File: config.mk
export PLATFORM = sky130hd
export DESIGN_NAME = see_eeprom
export DESIGN_NICKNAME = d
export VERILOG_FILES = /design/src/design/see_pkg.sv /design/src/design/see_eeprom.sv
export SDC_FILE = /design/constraint.sdc
export NUM_CORES = 1
export LEC_CHECK = 0
export BUFFER_PORTS_ARGS = -buffer_cell sky130_fd_sc_hd__buf_2
export CORE_MARGIN = 8
export CORE_UTILIZATION = 52
export CTS_CLUSTER_DIAMETER = 30
export DETAILED_ROUTE_END_ITERATION = 8
export GPL_TIMING_DRIVEN = 0
export PLACE_DENSITY_LB_ADDON = 0.3
export RECOVER_POWER = 50
export SYNTH_ARGS = -nofsm -noshare
export SYNTH_HDL_FRONTEND = slang
export SYNTH_SLANG_ARGS = --single-unit
File: constraint.sdc
create_clock -name mclk -period 1.8 [get_ports mclk]
set_clock_uncertainty 0.2 [all_clocks]
set_input_delay 0.27 -clock mclk [delete_from_list [all_inputs] [get_ports mclk]]
set_output_delay 0.27 -clock mclk [all_outputs]
set_load 0.02 [all_outputs]
File: src/design/see_pkg.sv
// constants for the two-wire serial eeprom target write path
// assumes a 125 MHz system clock that oversamples the bus lines
// Summary of operation
// data line only pulled low or released
// unconnected strap inputs read as zero
// write protect guards whole array or none
// controller makes clock, start and stop
// data change while clock high is condition
// falling data, clock high is start
// rising data, clock high is stop
// receiver acknowledges each byte by pulling low
// any start resets the interface state
// standby at power-up, idle stop, after write
// address byte upper nibble must be 1010
// next three bits match the strap inputs
// last address bit selects read or write
// acknowledge matching address on ninth clock
// two address bytes load the pointer
// stop starts programming, inputs then ignored
// programming self-timed, at most 5 ms
// page write takes 31 more bytes, acked
// only five low address bits increment
// beyond 32 bytes, wrap and overwrite
// whole page committed in one cycle
// 4K or 8K bytes in 32-byte pages
// busy device withholds write address acknowledge
// use only low 12 or 13 address bits
// protected write acked but never programmed
package see_pkg;
    localparam int          CLK_HZ         = 125_000_000;
    localparam int          PROG_TIME_US   = 5000;
    localparam int          PROG_CYCLES    = (PROG_TIME_US * (CLK_HZ / 1_000_000));
    localparam logic [3:0]  DEV_TYPE_CODE  = 4'ha;
    localparam int          PAGE_BYTES     = 32;
    localparam int          PAGE_BITS      = 5;
    localparam logic [3:0]  BIT_CNT_ACK    = 4'h8;
    localparam logic [3:0]  BIT_CNT_RESET  = 4'h0;
    localparam logic [12:0] ADDR_RESET     = 13'h0000;
    localparam logic [1:0]  PHASE_DEV      = 2'h0;
    localparam logic [1:0]  PHASE_ADDR_HI  = 2'h1;
    localparam logic [1:0]  PHASE_ADDR_LO  = 2'h2;
    localparam logic [1:0]  PHASE_DATA     = 2'h3;

    typedef enum logic [2:0] {
        SEE_STANDBY  = 3'b000,
        SEE_RX_BITS  = 3'b001,
        SEE_ACK      = 3'b010,
        SEE_IGNORE   = 3'b011,
        SEE_PROGRAM  = 3'b100
    } see_state_e;
endpackage

File: src/design/see_eeprom.sv
// two-wire serial eeprom target, write path, with a page buffer and array
// assumes scl and sda arrive asynchronously and that sda is wired-and outside
`timescale 1ns/1ps
module see_eeprom #(
    parameter int ADDR_W    = 13,
    parameter int PROG_CNT  = see_pkg::PROG_CYCLES
) (
    input  wire logic        mclk,
    input  wire logic        rst,
    input  wire logic        scl_in,
    input  wire logic        sda_in,
    output logic             sda_out,
    output logic             sda_oe,
    input  wire logic        strap_select_bit0,
    input  wire logic        strap_select_bit1,
    input  wire logic        strap_select_bit2,
    input  wire logic        write_protect,
    output logic             prog_busy,
    output logic             standby
);
    localparam int MEM_BYTES = 1 << ADDR_W;
    localparam logic [ADDR_W-1:0] ADDR_RESET_W = see_pkg::ADDR_RESET[ADDR_W-1:0];

    // two-flop synchronisers, stage one read only by stage two
    logic [1:0] scl_sync_reg, sda_sync_reg;
    logic [4:0] pin_sync1_reg, pin_sync2_reg;
    logic       scl_q_reg, sda_q_reg;
    always_ff @(posedge mclk) begin
        if (rst) begin
            scl_sync_reg  <= 2'h3;
            sda_sync_reg  <= 2'h3;
            pin_sync1_reg <= 5'h00;
            pin_sync2_reg <= 5'h00;
            scl_q_reg     <= 1'b1;
            sda_q_reg     <= 1'b1;
        end else begin
            scl_sync_reg  <= {scl_sync_reg[0], scl_in};
            sda_sync_reg  <= {sda_sync_reg[0], sda_in};
            pin_sync1_reg <= {write_protect, strap_select_bit2, strap_select_bit1, strap_select_bit0, 1'b0};
            pin_sync2_reg <= pin_sync1_reg;
            scl_q_reg     <= scl_sync_reg[1];
            sda_q_reg     <= sda_sync_reg[1];
        end
    end

    // bus edge and condition decode
    wire       scl_s    = scl_sync_reg[1];
    wire       sda_s    = sda_sync_reg[1];
    wire       scl_rise = scl_s & ~scl_q_reg;
    wire       scl_fall = ~scl_s & scl_q_reg;
    wire       start_c  = scl_s & scl_q_reg & sda_q_reg & ~sda_s;
    wire       stop_c   = scl_s & scl_q_reg & ~sda_q_reg & sda_s;
    wire [2:0] straps   = pin_sync2_reg[3:1]; // straps pulled down outside
    wire       wp_s     = pin_sync2_reg[4];

    see_pkg::see_state_e state_reg, state_next;
    logic [3:0]        bit_cnt_reg;
    logic [7:0]        shift_reg;
    logic [1:0]        phase_reg;
    logic              ack_ok_reg, wr_sel_reg, pending_reg, drive_reg;
    logic [ADDR_W-1:0] addr_reg;
    logic [7:0]        page_buf [see_pkg::PAGE_BYTES];
    logic [see_pkg::PAGE_BYTES-1:0] page_valid_reg;
    logic [7:0]        mem [MEM_BYTES];
    logic [31:0]       prog_cnt_reg;
    logic [5:0]        commit_idx_reg;

    wire [7:0] rx_byte   = {shift_reg[6:0], sda_s};
    wire       dev_match = (rx_byte[7:4] == see_pkg::DEV_TYPE_CODE) & (rx_byte[3:1] == straps);
    wire       byte_done = scl_fall & (bit_cnt_reg == see_pkg::BIT_CNT_ACK);
    wire       prog_done = (prog_cnt_reg == 32'(PROG_CNT - 1));
    wire       prog_go   = stop_c & pending_reg & ~wp_s;
    wire [4:0] low_next  = addr_reg[4:0] + 5'h01;
    wire       byte_cap  = scl_rise & (state_reg == see_pkg::SEE_RX_BITS) & (bit_cnt_reg == 4'h7); // eighth bit sampled

    // bus state sequencing
    always_comb begin
        state_next = state_reg;
        unique case (state_reg)
            see_pkg::SEE_STANDBY: begin
                if (start_c) state_next = see_pkg::SEE_RX_BITS;
            end
            see_pkg::SEE_IGNORE: begin
                if (start_c) state_next = see_pkg::SEE_RX_BITS;
                else if (stop_c) state_next = see_pkg::SEE_STANDBY; // stop after an ignored frame
            end
            see_pkg::SEE_RX_BITS: begin
                if (start_c) state_next = see_pkg::SEE_RX_BITS;
                else if (prog_go) state_next = see_pkg::SEE_PROGRAM;
                else if (stop_c) state_next = see_pkg::SEE_STANDBY;
                else if (byte_done) state_next = ack_ok_reg ? see_pkg::SEE_ACK : see_pkg::SEE_IGNORE;
            end
            see_pkg::SEE_ACK: begin
                // reads are not served: after the read address ack the bus is ignored
                if (scl_fall) state_next = wr_sel_reg ? see_pkg::SEE_RX_BITS : see_pkg::SEE_IGNORE;
            end
            see_pkg::SEE_PROGRAM: begin
                if (prog_done) state_next = see_pkg::SEE_STANDBY;
            end
        endcase
    end

    // bit counter and shift register
    always_ff @(posedge mclk) begin
        if (rst) begin
            state_reg   <= see_pkg::SEE_STANDBY;
            bit_cnt_reg <= see_pkg::BIT_CNT_RESET;
            shift_reg   <= 8'h00;
        end else begin
            state_reg <= state_next;
            if (start_c || state_next != see_pkg::SEE_RX_BITS) begin
                bit_cnt_reg <= see_pkg::BIT_CNT_RESET;
            end else if (scl_rise && state_reg == see_pkg::SEE_RX_BITS) begin
                shift_reg   <= rx_byte;
                bit_cnt_reg <= bit_cnt_reg + 4'h1;
            end
        end
    end

    // decode of each received byte: address, pointer, page data
    always_ff @(posedge mclk) begin
        if (rst) begin
            phase_reg      <= see_pkg::PHASE_DEV;
            ack_ok_reg     <= 1'b0;
            wr_sel_reg     <= 1'b0;
            pending_reg    <= 1'b0;
            addr_reg       <= ADDR_RESET_W;
            page_valid_reg <= '0;
        end else if (state_reg == see_pkg::SEE_PROGRAM) begin
            pending_reg    <= 1'b0;
            phase_reg      <= see_pkg::PHASE_DEV;
            if (prog_done) page_valid_reg <= '0;
        end else if (start_c) begin
            phase_reg      <= see_pkg::PHASE_DEV;
            pending_reg    <= 1'b0;
            page_valid_reg <= '0;
        end else if (stop_c) begin
            phase_reg <= see_pkg::PHASE_DEV;
            if (!prog_go) page_valid_reg <= '0; // protected data dropped
        end else if (byte_cap) begin
            unique case (phase_reg)
                see_pkg::PHASE_DEV: begin
                    ack_ok_reg <= dev_match; // busy state never reaches here
                    wr_sel_reg <= ~sda_s;
                    phase_reg  <= (dev_match & ~sda_s) ? see_pkg::PHASE_ADDR_HI : see_pkg::PHASE_DEV;
                end
                see_pkg::PHASE_ADDR_HI: begin
                    addr_reg[ADDR_W-1:8] <= rx_byte[ADDR_W-9:0];
                    phase_reg <= see_pkg::PHASE_ADDR_LO;
                end
                see_pkg::PHASE_ADDR_LO: begin
                    addr_reg[7:0] <= rx_byte;
                    phase_reg <= see_pkg::PHASE_DATA;
                end
                see_pkg::PHASE_DATA: begin
                    page_valid_reg[addr_reg[4:0]] <= 1'b1; // later bytes replace earlier
                    addr_reg[4:0] <= low_next; // upper bits held
                    pending_reg   <= 1'b1;
                end
            endcase
        end
    end

    // page buffer capture
    always_ff @(posedge mclk) begin
        if (byte_cap && phase_reg == see_pkg::PHASE_DATA) begin
            page_buf[addr_reg[4:0]] <= rx_byte;
        end
    end

    // self-timed programming; whole page written within the cycle
    always_ff @(posedge mclk) begin
        if (rst) begin
            prog_cnt_reg   <= 32'h0;
            commit_idx_reg <= 6'h00;
        end else if (state_reg == see_pkg::SEE_PROGRAM) begin
            prog_cnt_reg <= prog_cnt_reg + 32'h1;
            if (commit_idx_reg < 6'(see_pkg::PAGE_BYTES)) commit_idx_reg <= commit_idx_reg + 6'h01;
        end else begin
            prog_cnt_reg   <= 32'h0;
            commit_idx_reg <= 6'h00;
        end
    end

    // array write of buffered bytes, write protect blocks everything
    wire [4:0] cidx = commit_idx_reg[4:0];
    always_ff @(posedge mclk) begin
        if (state_reg == see_pkg::SEE_PROGRAM && !commit_idx_reg[5] && page_valid_reg[cidx] && !wp_s) begin
            mem[{addr_reg[ADDR_W-1:5], cidx}] <= page_buf[cidx];
        end
    end

    // acknowledge drive: low or released only
    always_ff @(posedge mclk) begin
        if (rst) drive_reg <= 1'b0;
        else drive_reg <= (state_next == see_pkg::SEE_ACK);
    end
    assign sda_out   = 1'b0;
    assign sda_oe    = drive_reg;
    assign prog_busy = (state_reg == see_pkg::SEE_PROGRAM);
    assign standby   = (state_reg == see_pkg::SEE_STANDBY);

    // cycles spent in one programming run, counted apart from the timer
    logic [31:0] prog_run_reg;
    always_ff @(posedge mclk) begin
        if (rst) prog_run_reg <= 32'h0;
        else if (prog_busy) prog_run_reg <= prog_run_reg + 32'h1;
        else prog_run_reg <= 32'h0;
    end
endmodule

# Yosys cells after proc, flatten, opt, wreduce, memory -nomap -nowiden
# Cells that the tools add are included.
# W data, S select, Z words.
[totals]
inputBits = 8
reg_bits = 68
output_inout_bits = 4
[op_classes]
n_reduce_logical = 13
bitwise = 23
eq_ne = 14
n_mux = 14
n_addsub = 2
[op_table]
columns = ["cell", "n"]
rows = [
  ["$add A32 B1 Y32 const B", 1],
  ["$eq A32 B20 Y1 const B", 1],
  ["$mux W3", 9],
  ["$pmux W3 S5", 1],
  ["$and A1 B1 Y1", 14],
  ["$eq A3 B2 Y1 const B", 3],
  ["$not A1 Y1", 9],
  ["$eq A4 B4 Y1 const B", 2],
  ["$pmux W2 S3", 1],
  ["$reduce_and A5 Y1", 1],
  ["$add A4 B1 Y4 const B", 1],
  ["$eq A2 B2 Y1 const B", 2],
  ["$eq A4 B3 Y1 const B", 1],
  ["$reduce_and A2 Y1", 2],
  ["$reduce_or A2 Y1", 2],
  ["$reduce_or A4 Y1", 1],
  ["$eq A3 B1 Y1 const B", 1],
  ["$eq A3 B3 Y1", 1],
  ["$eq A3 B3 Y1 const B", 1],
  ["$logic_not A3 Y1", 1],
  ["$ne A3 B1 Y1 const B", 1],
  ["$reduce_and A3 Y1", 1],
  ["$reduce_bool A3 Y1", 1],
  ["$reduce_or A3 Y1", 1],
  ["6 further kinds", 7],
]

# Longest topological paths before layout
[depth]
word_depth = 12
mapped_depth = 7
mapped_depth_nobuf = 7

# Worst setup path after synthesis
# No wires, ideal clock.
[synth_path]
path_kind = "flip-flop to flip-flop"
start = "reg bit_cnt_reg[0]"
end = "reg bit_cnt_reg[0]"
setup_time_ps = 78
t_arrival_ps = 1641
stages_incl_launch_ff = 8
n_path_buf = 0
setup_slack_ps = -120
cell_sequence = "dfxtp_1 -> inv_1 -> ha_1 -> and3b_1 -> a31oi_1 -> a31o_1 -> or4b_4 -> nor3_1"
[synth_via]
elab_chain_cells = 10
elab_cells_between_ends = 11
classes_between = "1 x add/sub; 2 x eq/ne; 5 x mux; 1 x bitwise; 2 x reduce/logical"
[synth_lines]
columns = ["item", "line", "source"]
rows = [
  ["start, declared", "see_eeprom.sv:57", "logic [3:0] bit_cnt_reg;"],
  ["start signal, assigned", "see_eeprom.sv:107", "bit_cnt_reg <= see_pkg::BIT_CNT_RESET;"],
  ["start signal, assigned", "see_eeprom.sv:112", "bit_cnt_reg <= see_pkg::BIT_CNT_RESET;"],
  ["start signal, assigned", "see_eeprom.sv:115", "bit_cnt_reg <= bit_cnt_reg + 4'h1;"],
  ["$eq A4 B4 Y1", "see_eeprom.sv:70", "wire byte_done = scl_fall & (bit_cnt_reg == see_pkg::BIT_CNT_ACK);"],
  ["$and A1 B1 Y1", "see_eeprom.sv:70", ""],
  ["$mux W3", "see_eeprom.sv:91", "else if (byte_done) state_next = ack_ok_reg ? see_pkg::SEE_ACK : see_pkg::SEE_IGNORE;"],
  ["$mux W3", "see_eeprom.sv:90", "else if (stop_c) state_next = see_pkg::SEE_STANDBY;"],
  ["$mux W3", "see_eeprom.sv:89", "else if (prog_go) state_next = see_pkg::SEE_PROGRAM;"],
  ["$mux W3", "see_eeprom.sv:88", "if (start_c) state_next = see_pkg::SEE_RX_BITS;"],
  ["$pmux W3 S5", "see_eeprom.sv:79", "unique case (state_reg)"],
  ["$ne A3 B1 Y1", "see_eeprom.sv:111", "if (start_c || state_next != see_pkg::SEE_RX_BITS) begin"],
  ["$logic_or A1 B1 Y1", "see_eeprom.sv:111", ""],
  ["$reduce_or A2 Y1 (no source line)", "--", ""],
]
# Several ways; a longest one is shown, not always the timed one.
# A chain may end at the register's enable or synchronous reset.

# Worst setup path after layout
[layout_path]
start = "reg bit_cnt_reg[0]"
end = "reg bit_cnt_reg[1]"
# Same word-level chain as after synthesis.

==> results.py <==
metrics = {
    "synthesis": {
        "synthArstFlopShare_pct": 0,
        "ys_ff_latch": 66,
        "syn_area_sq_um": 2970,
        "syn_inst": 319,
        "netlist-cell-type-count": 47,
        "synth_ff_type": "dfxtp_1",
        "synth_edf_count": 0,
        "syn_area_per_cell_sq_um": 9.31,
        "yosysSeqAreaShare_pct": 44.5,
        "syn_nets": 333,
        "ys_warn_count": 0,
    },
    "finish": {
        "final_common_cell": "dfxtp_1",
        "finalNetCount": 376,
        "layout_common_cells": "dfxtp_1, nor2_1, buf_4, xor2_1, xnor2_1",
        "largest_reg_flops": 32,
        "fill_cells": 403,
        "multi_input_area_sq_um": 1680,
        "fin_area_sq_um": 3690,
        "regArea_sq_um": 1350,
        "drive_gt1_share_pct": 28.9,
        "antenna_cells": 0,
        "area_delta_synth_final_pct": 24.3,
    },
    "floorplanning": {
        "fp.dieH_um": 91.6,
        "dieArea_sq_um": 8390,
        "ios": 12,
        "fp.coreArea_sq_um": 5510,
        "start_util_pct": 53.9,
        "die_w_um": 91.6,
        "placementRows": 27,
    },
    "sta": {
        "fin_crit_sh_pct": 108,
        "hold_viol": 0,
        "finalWorstSetupSlack_ns": -0.136,
        "maxSlewViolCount": 0,
        "tns_ns": -0.654,
        "rsz0062_at_grt": "true",
        "setup_violations": 7,
        "finalCriticalPeriod_ns": 1.94,
        "fmax_ghz": 0.516,
    },
    "power_and_ir_drop": {
        "p_comb_share_pct": 2.8,
        "power_frac_seq_pct": 50.7,
        "clkPwrFrac_pct": 46.5,
        "leakage_nw": 1.38,
        "p_int_mw": 2.29,
        "p_sw_share_pct": 21.4,
        "power_density_nw_per_um2": 788,
        "peakVddDrop_uv": 455,
        "switchingPower_uw": 623,
    },
    "critical_path": {
        "crit_path_start_kind": "flip-flop",
        "timing.critical_path.buf_inv": 1,
        "cp.arrival_ns": 2.00,
        "crit_required_ns": 1.87,
        "cpLargestDelayFamily": "simple AND/OR/NAND/NOR gates",
        "worstPathMaxFanout": 4,
        "cp_slowest_cell": "or4b_4",
        "path_cells": "inv_2 > ha_4 > and3b_1 > a31oi_1 > a31o_1 > or4b_4 > nor3_2",
        "r2r_slack_ns": -0.14,
        "r2r_start": "bit_cnt_reg[0]",
        "reg2reg_depth": 7,
        "worst_r2r_endpoint": "bit_cnt_reg[1]",
        "end_kind": "flip-flop",
        "path_class": "flip-flop to flip-flop",
        "cp_slowest_stage_delay_ns": 0.52,
    },
    "routing": {
        "num_vias": 2344,
        "wirelength_um": 5810,
        "route.detailed.drc": 0,
        "drtIter0Drc": 111,
        "routed_via_density": 5.34,
        "dr.pass1.iters": 4,
        "routed_wire_length_per_instance_um": 13.2,
        "met3WireLength_um": 264,
        "ant_nets": 0,
        "wl_met1_um": 2870,
        "wl_met2_um": 2560,
        "highest_layer": "met4",
    },
    "place": {
        "port_buffers": 10,
        "place_hpwl_um": 3820,
        "gp_congestion": 0.849,
        "placed_area_sq_um": 3120,
    },
    "min_path": {
        "holdPathEnd": "prog_cnt_reg[25]",
        "holdCritPathClass": "input port to flip-flop",
        "hp-start": "rst",
        "holdPathStages": 3,
    },
    "clock_tree": {
        "cts_tree": "built",
        "cts_sinks": 66,
        "cts_max_level": 3,
        "clock_path_buffers": 2,
        "insertion_delay_ns": 0.34,
        "root_buffer": "clkbuf_8",
        "clkTransAtPathRegs_ns": 0.07,
        "cts_buffers": 9,
    },
    "global_routing": {
        "grt_max_degree": 13,
        "grt_pass1_wl_um": 9610,
        "grt_pass1_vias": 2171,
        "grt.overflow.total": 0,
        "antenna_found_initial": 0,
        "track_usage_pct": 13.7,
    },
    "run_status": {
        "status": "finished with violations",
        "violations": "negative setup slack",
    },
    "job": {
        "maxCapViolCount": 0,
    },
}
==> layer usage <==
layer,vias up,track usage (%)
li1,1190,-
met1,1093,17.8
met2,44,20.2
met3,17,3.62
met4,0,7.23
met5,-,0
==> through the flow <==
step	instances	setup slack [ns]	power [mW]	hold slack, ns	utilization (%)
3_5_place_dp	401	-0.188	1.58	0.197	56.6
4_1_cts	430	-0.121	2.94	0.147	64.4
5_1_grt	439	-0.192	3.03	0.160	67.0
2_1_floorplan	319	-0.0364	1.56	0.174	-
3_3_place_gp	401	-0.179	1.58	0.195	56.6
6_report	439	-0.136	2.91	0.138	67.0
==> repair_timing <==
action,in CTS,in global routing
hold buffers,6,0
hold endpoints to repair,6,0
gates resized for setup,26,34
setup endpoints to repair,31,47
buffers inserted,8,9
pin swaps,5,8
==> worst max-delay path by stage <==
stage | start | to | slack, ns | cells after the start
6_report | bit_cnt_reg[0] | bit_cnt_reg[1] | -0.14 | 7
5_1_grt | bit_cnt_reg[0] | bit_cnt_reg[0] | -0.19 | 7
4_1_cts | bit_cnt_reg[0] | bit_cnt_reg[1] | -0.12 | 7
3_5_place_dp | prog_cnt_reg[0] | sda_oe | -0.19 | 6
3_3_place_gp | bit_cnt_reg[0] | bit_cnt_reg[1] | -0.18 | 7
2_1_floorplan | bit_cnt_reg[0] | bit_cnt_reg[0] | -0.04 | 7
==> power groups by stage <==
| stage | clock, mW | sequential, mW | combinational [mW] |
|---|---|---|---|
| 6_report | 1.35 | 1.48 | 0.0812 |
| 4_1_cts | 1.39 | 1.48 | 0.0787 |
| 2_1_floorplan | 0 | 1.51 | 0.0509 |
| 5_1_grt | 1.46 | 1.48 | 0.0899 |
| 3_3_place_gp | 0 | 1.52 | 0.0672 |
| 3_5_place_dp | 0 | 1.52 | 0.0685 |
==> cells in the mapped netlist (4+ instances only) <==
cell type  count  share of area [%]
dfxtp_1       66                 44
nor2_1        48                6.1
xor2_1        19                5.6
xnor2_1       16                4.7
nand2_1       14                1.8
nand4_1       14                2.9
nor2b_1       13                2.7
mux2i_1       11                3.7
nand3_1       10                1.7
and4_1         8                2.4
inv_1          8                1.0
nor3_1         8                1.3
clkbuf_1       7               0.88
ha_1           6                2.5
or2_2          6                1.3
nor4_1         5                1.1
o21ai_0        5               0.84
a21oi_1        4               0.67
and3_1         4               0.84
buf_2          4               0.67
or3_1          4               0.84
==> area by class of cell <==
class | count | area share [%]
plain buffers | 13 | 2.27
multi-input cells | 231 | 45.6
repair buffers | 33 | 6.47
flip-flops and latches | 66 | 36.5
clock buffers | 9 | 3.36
inverters | 8 | 0.814
clock inverters | 7 | 2.54
well taps | 72 | 2.44
==> worst register-to-register path: cells and delay by family, from the launching register on <==
| kind | cells | cell delay (ns) |
|---|---|---|
| AO/OA/AOI/OAI | 2 | 0.33 |
| adder cells (fa/ha/maj) | 1 | 0.14 |
| buffers and inverters | 1 | 0.04 |
| flip-flops | 1 | 0.36 |
| AND/OR/NAND/NOR | 3 | 0.81 |
==> cell families after synthesis <==
logic type | count (synthesis) | share of synthesized area (%)
AOI/OAI and AO/OA | 19 | 4.21
muxes | 11 | 3.71
buffers and inverters | 22 | 3.58
adders and majority gates | 6 | 2.53
other | 1 | 0.126
and+or+nand+nor | 159 | 31.0
xor gates and xnor gates | 35 | 10.3
DFF | 66 | 44.5
No activity file was read; power rests on OpenSTA's default activity.
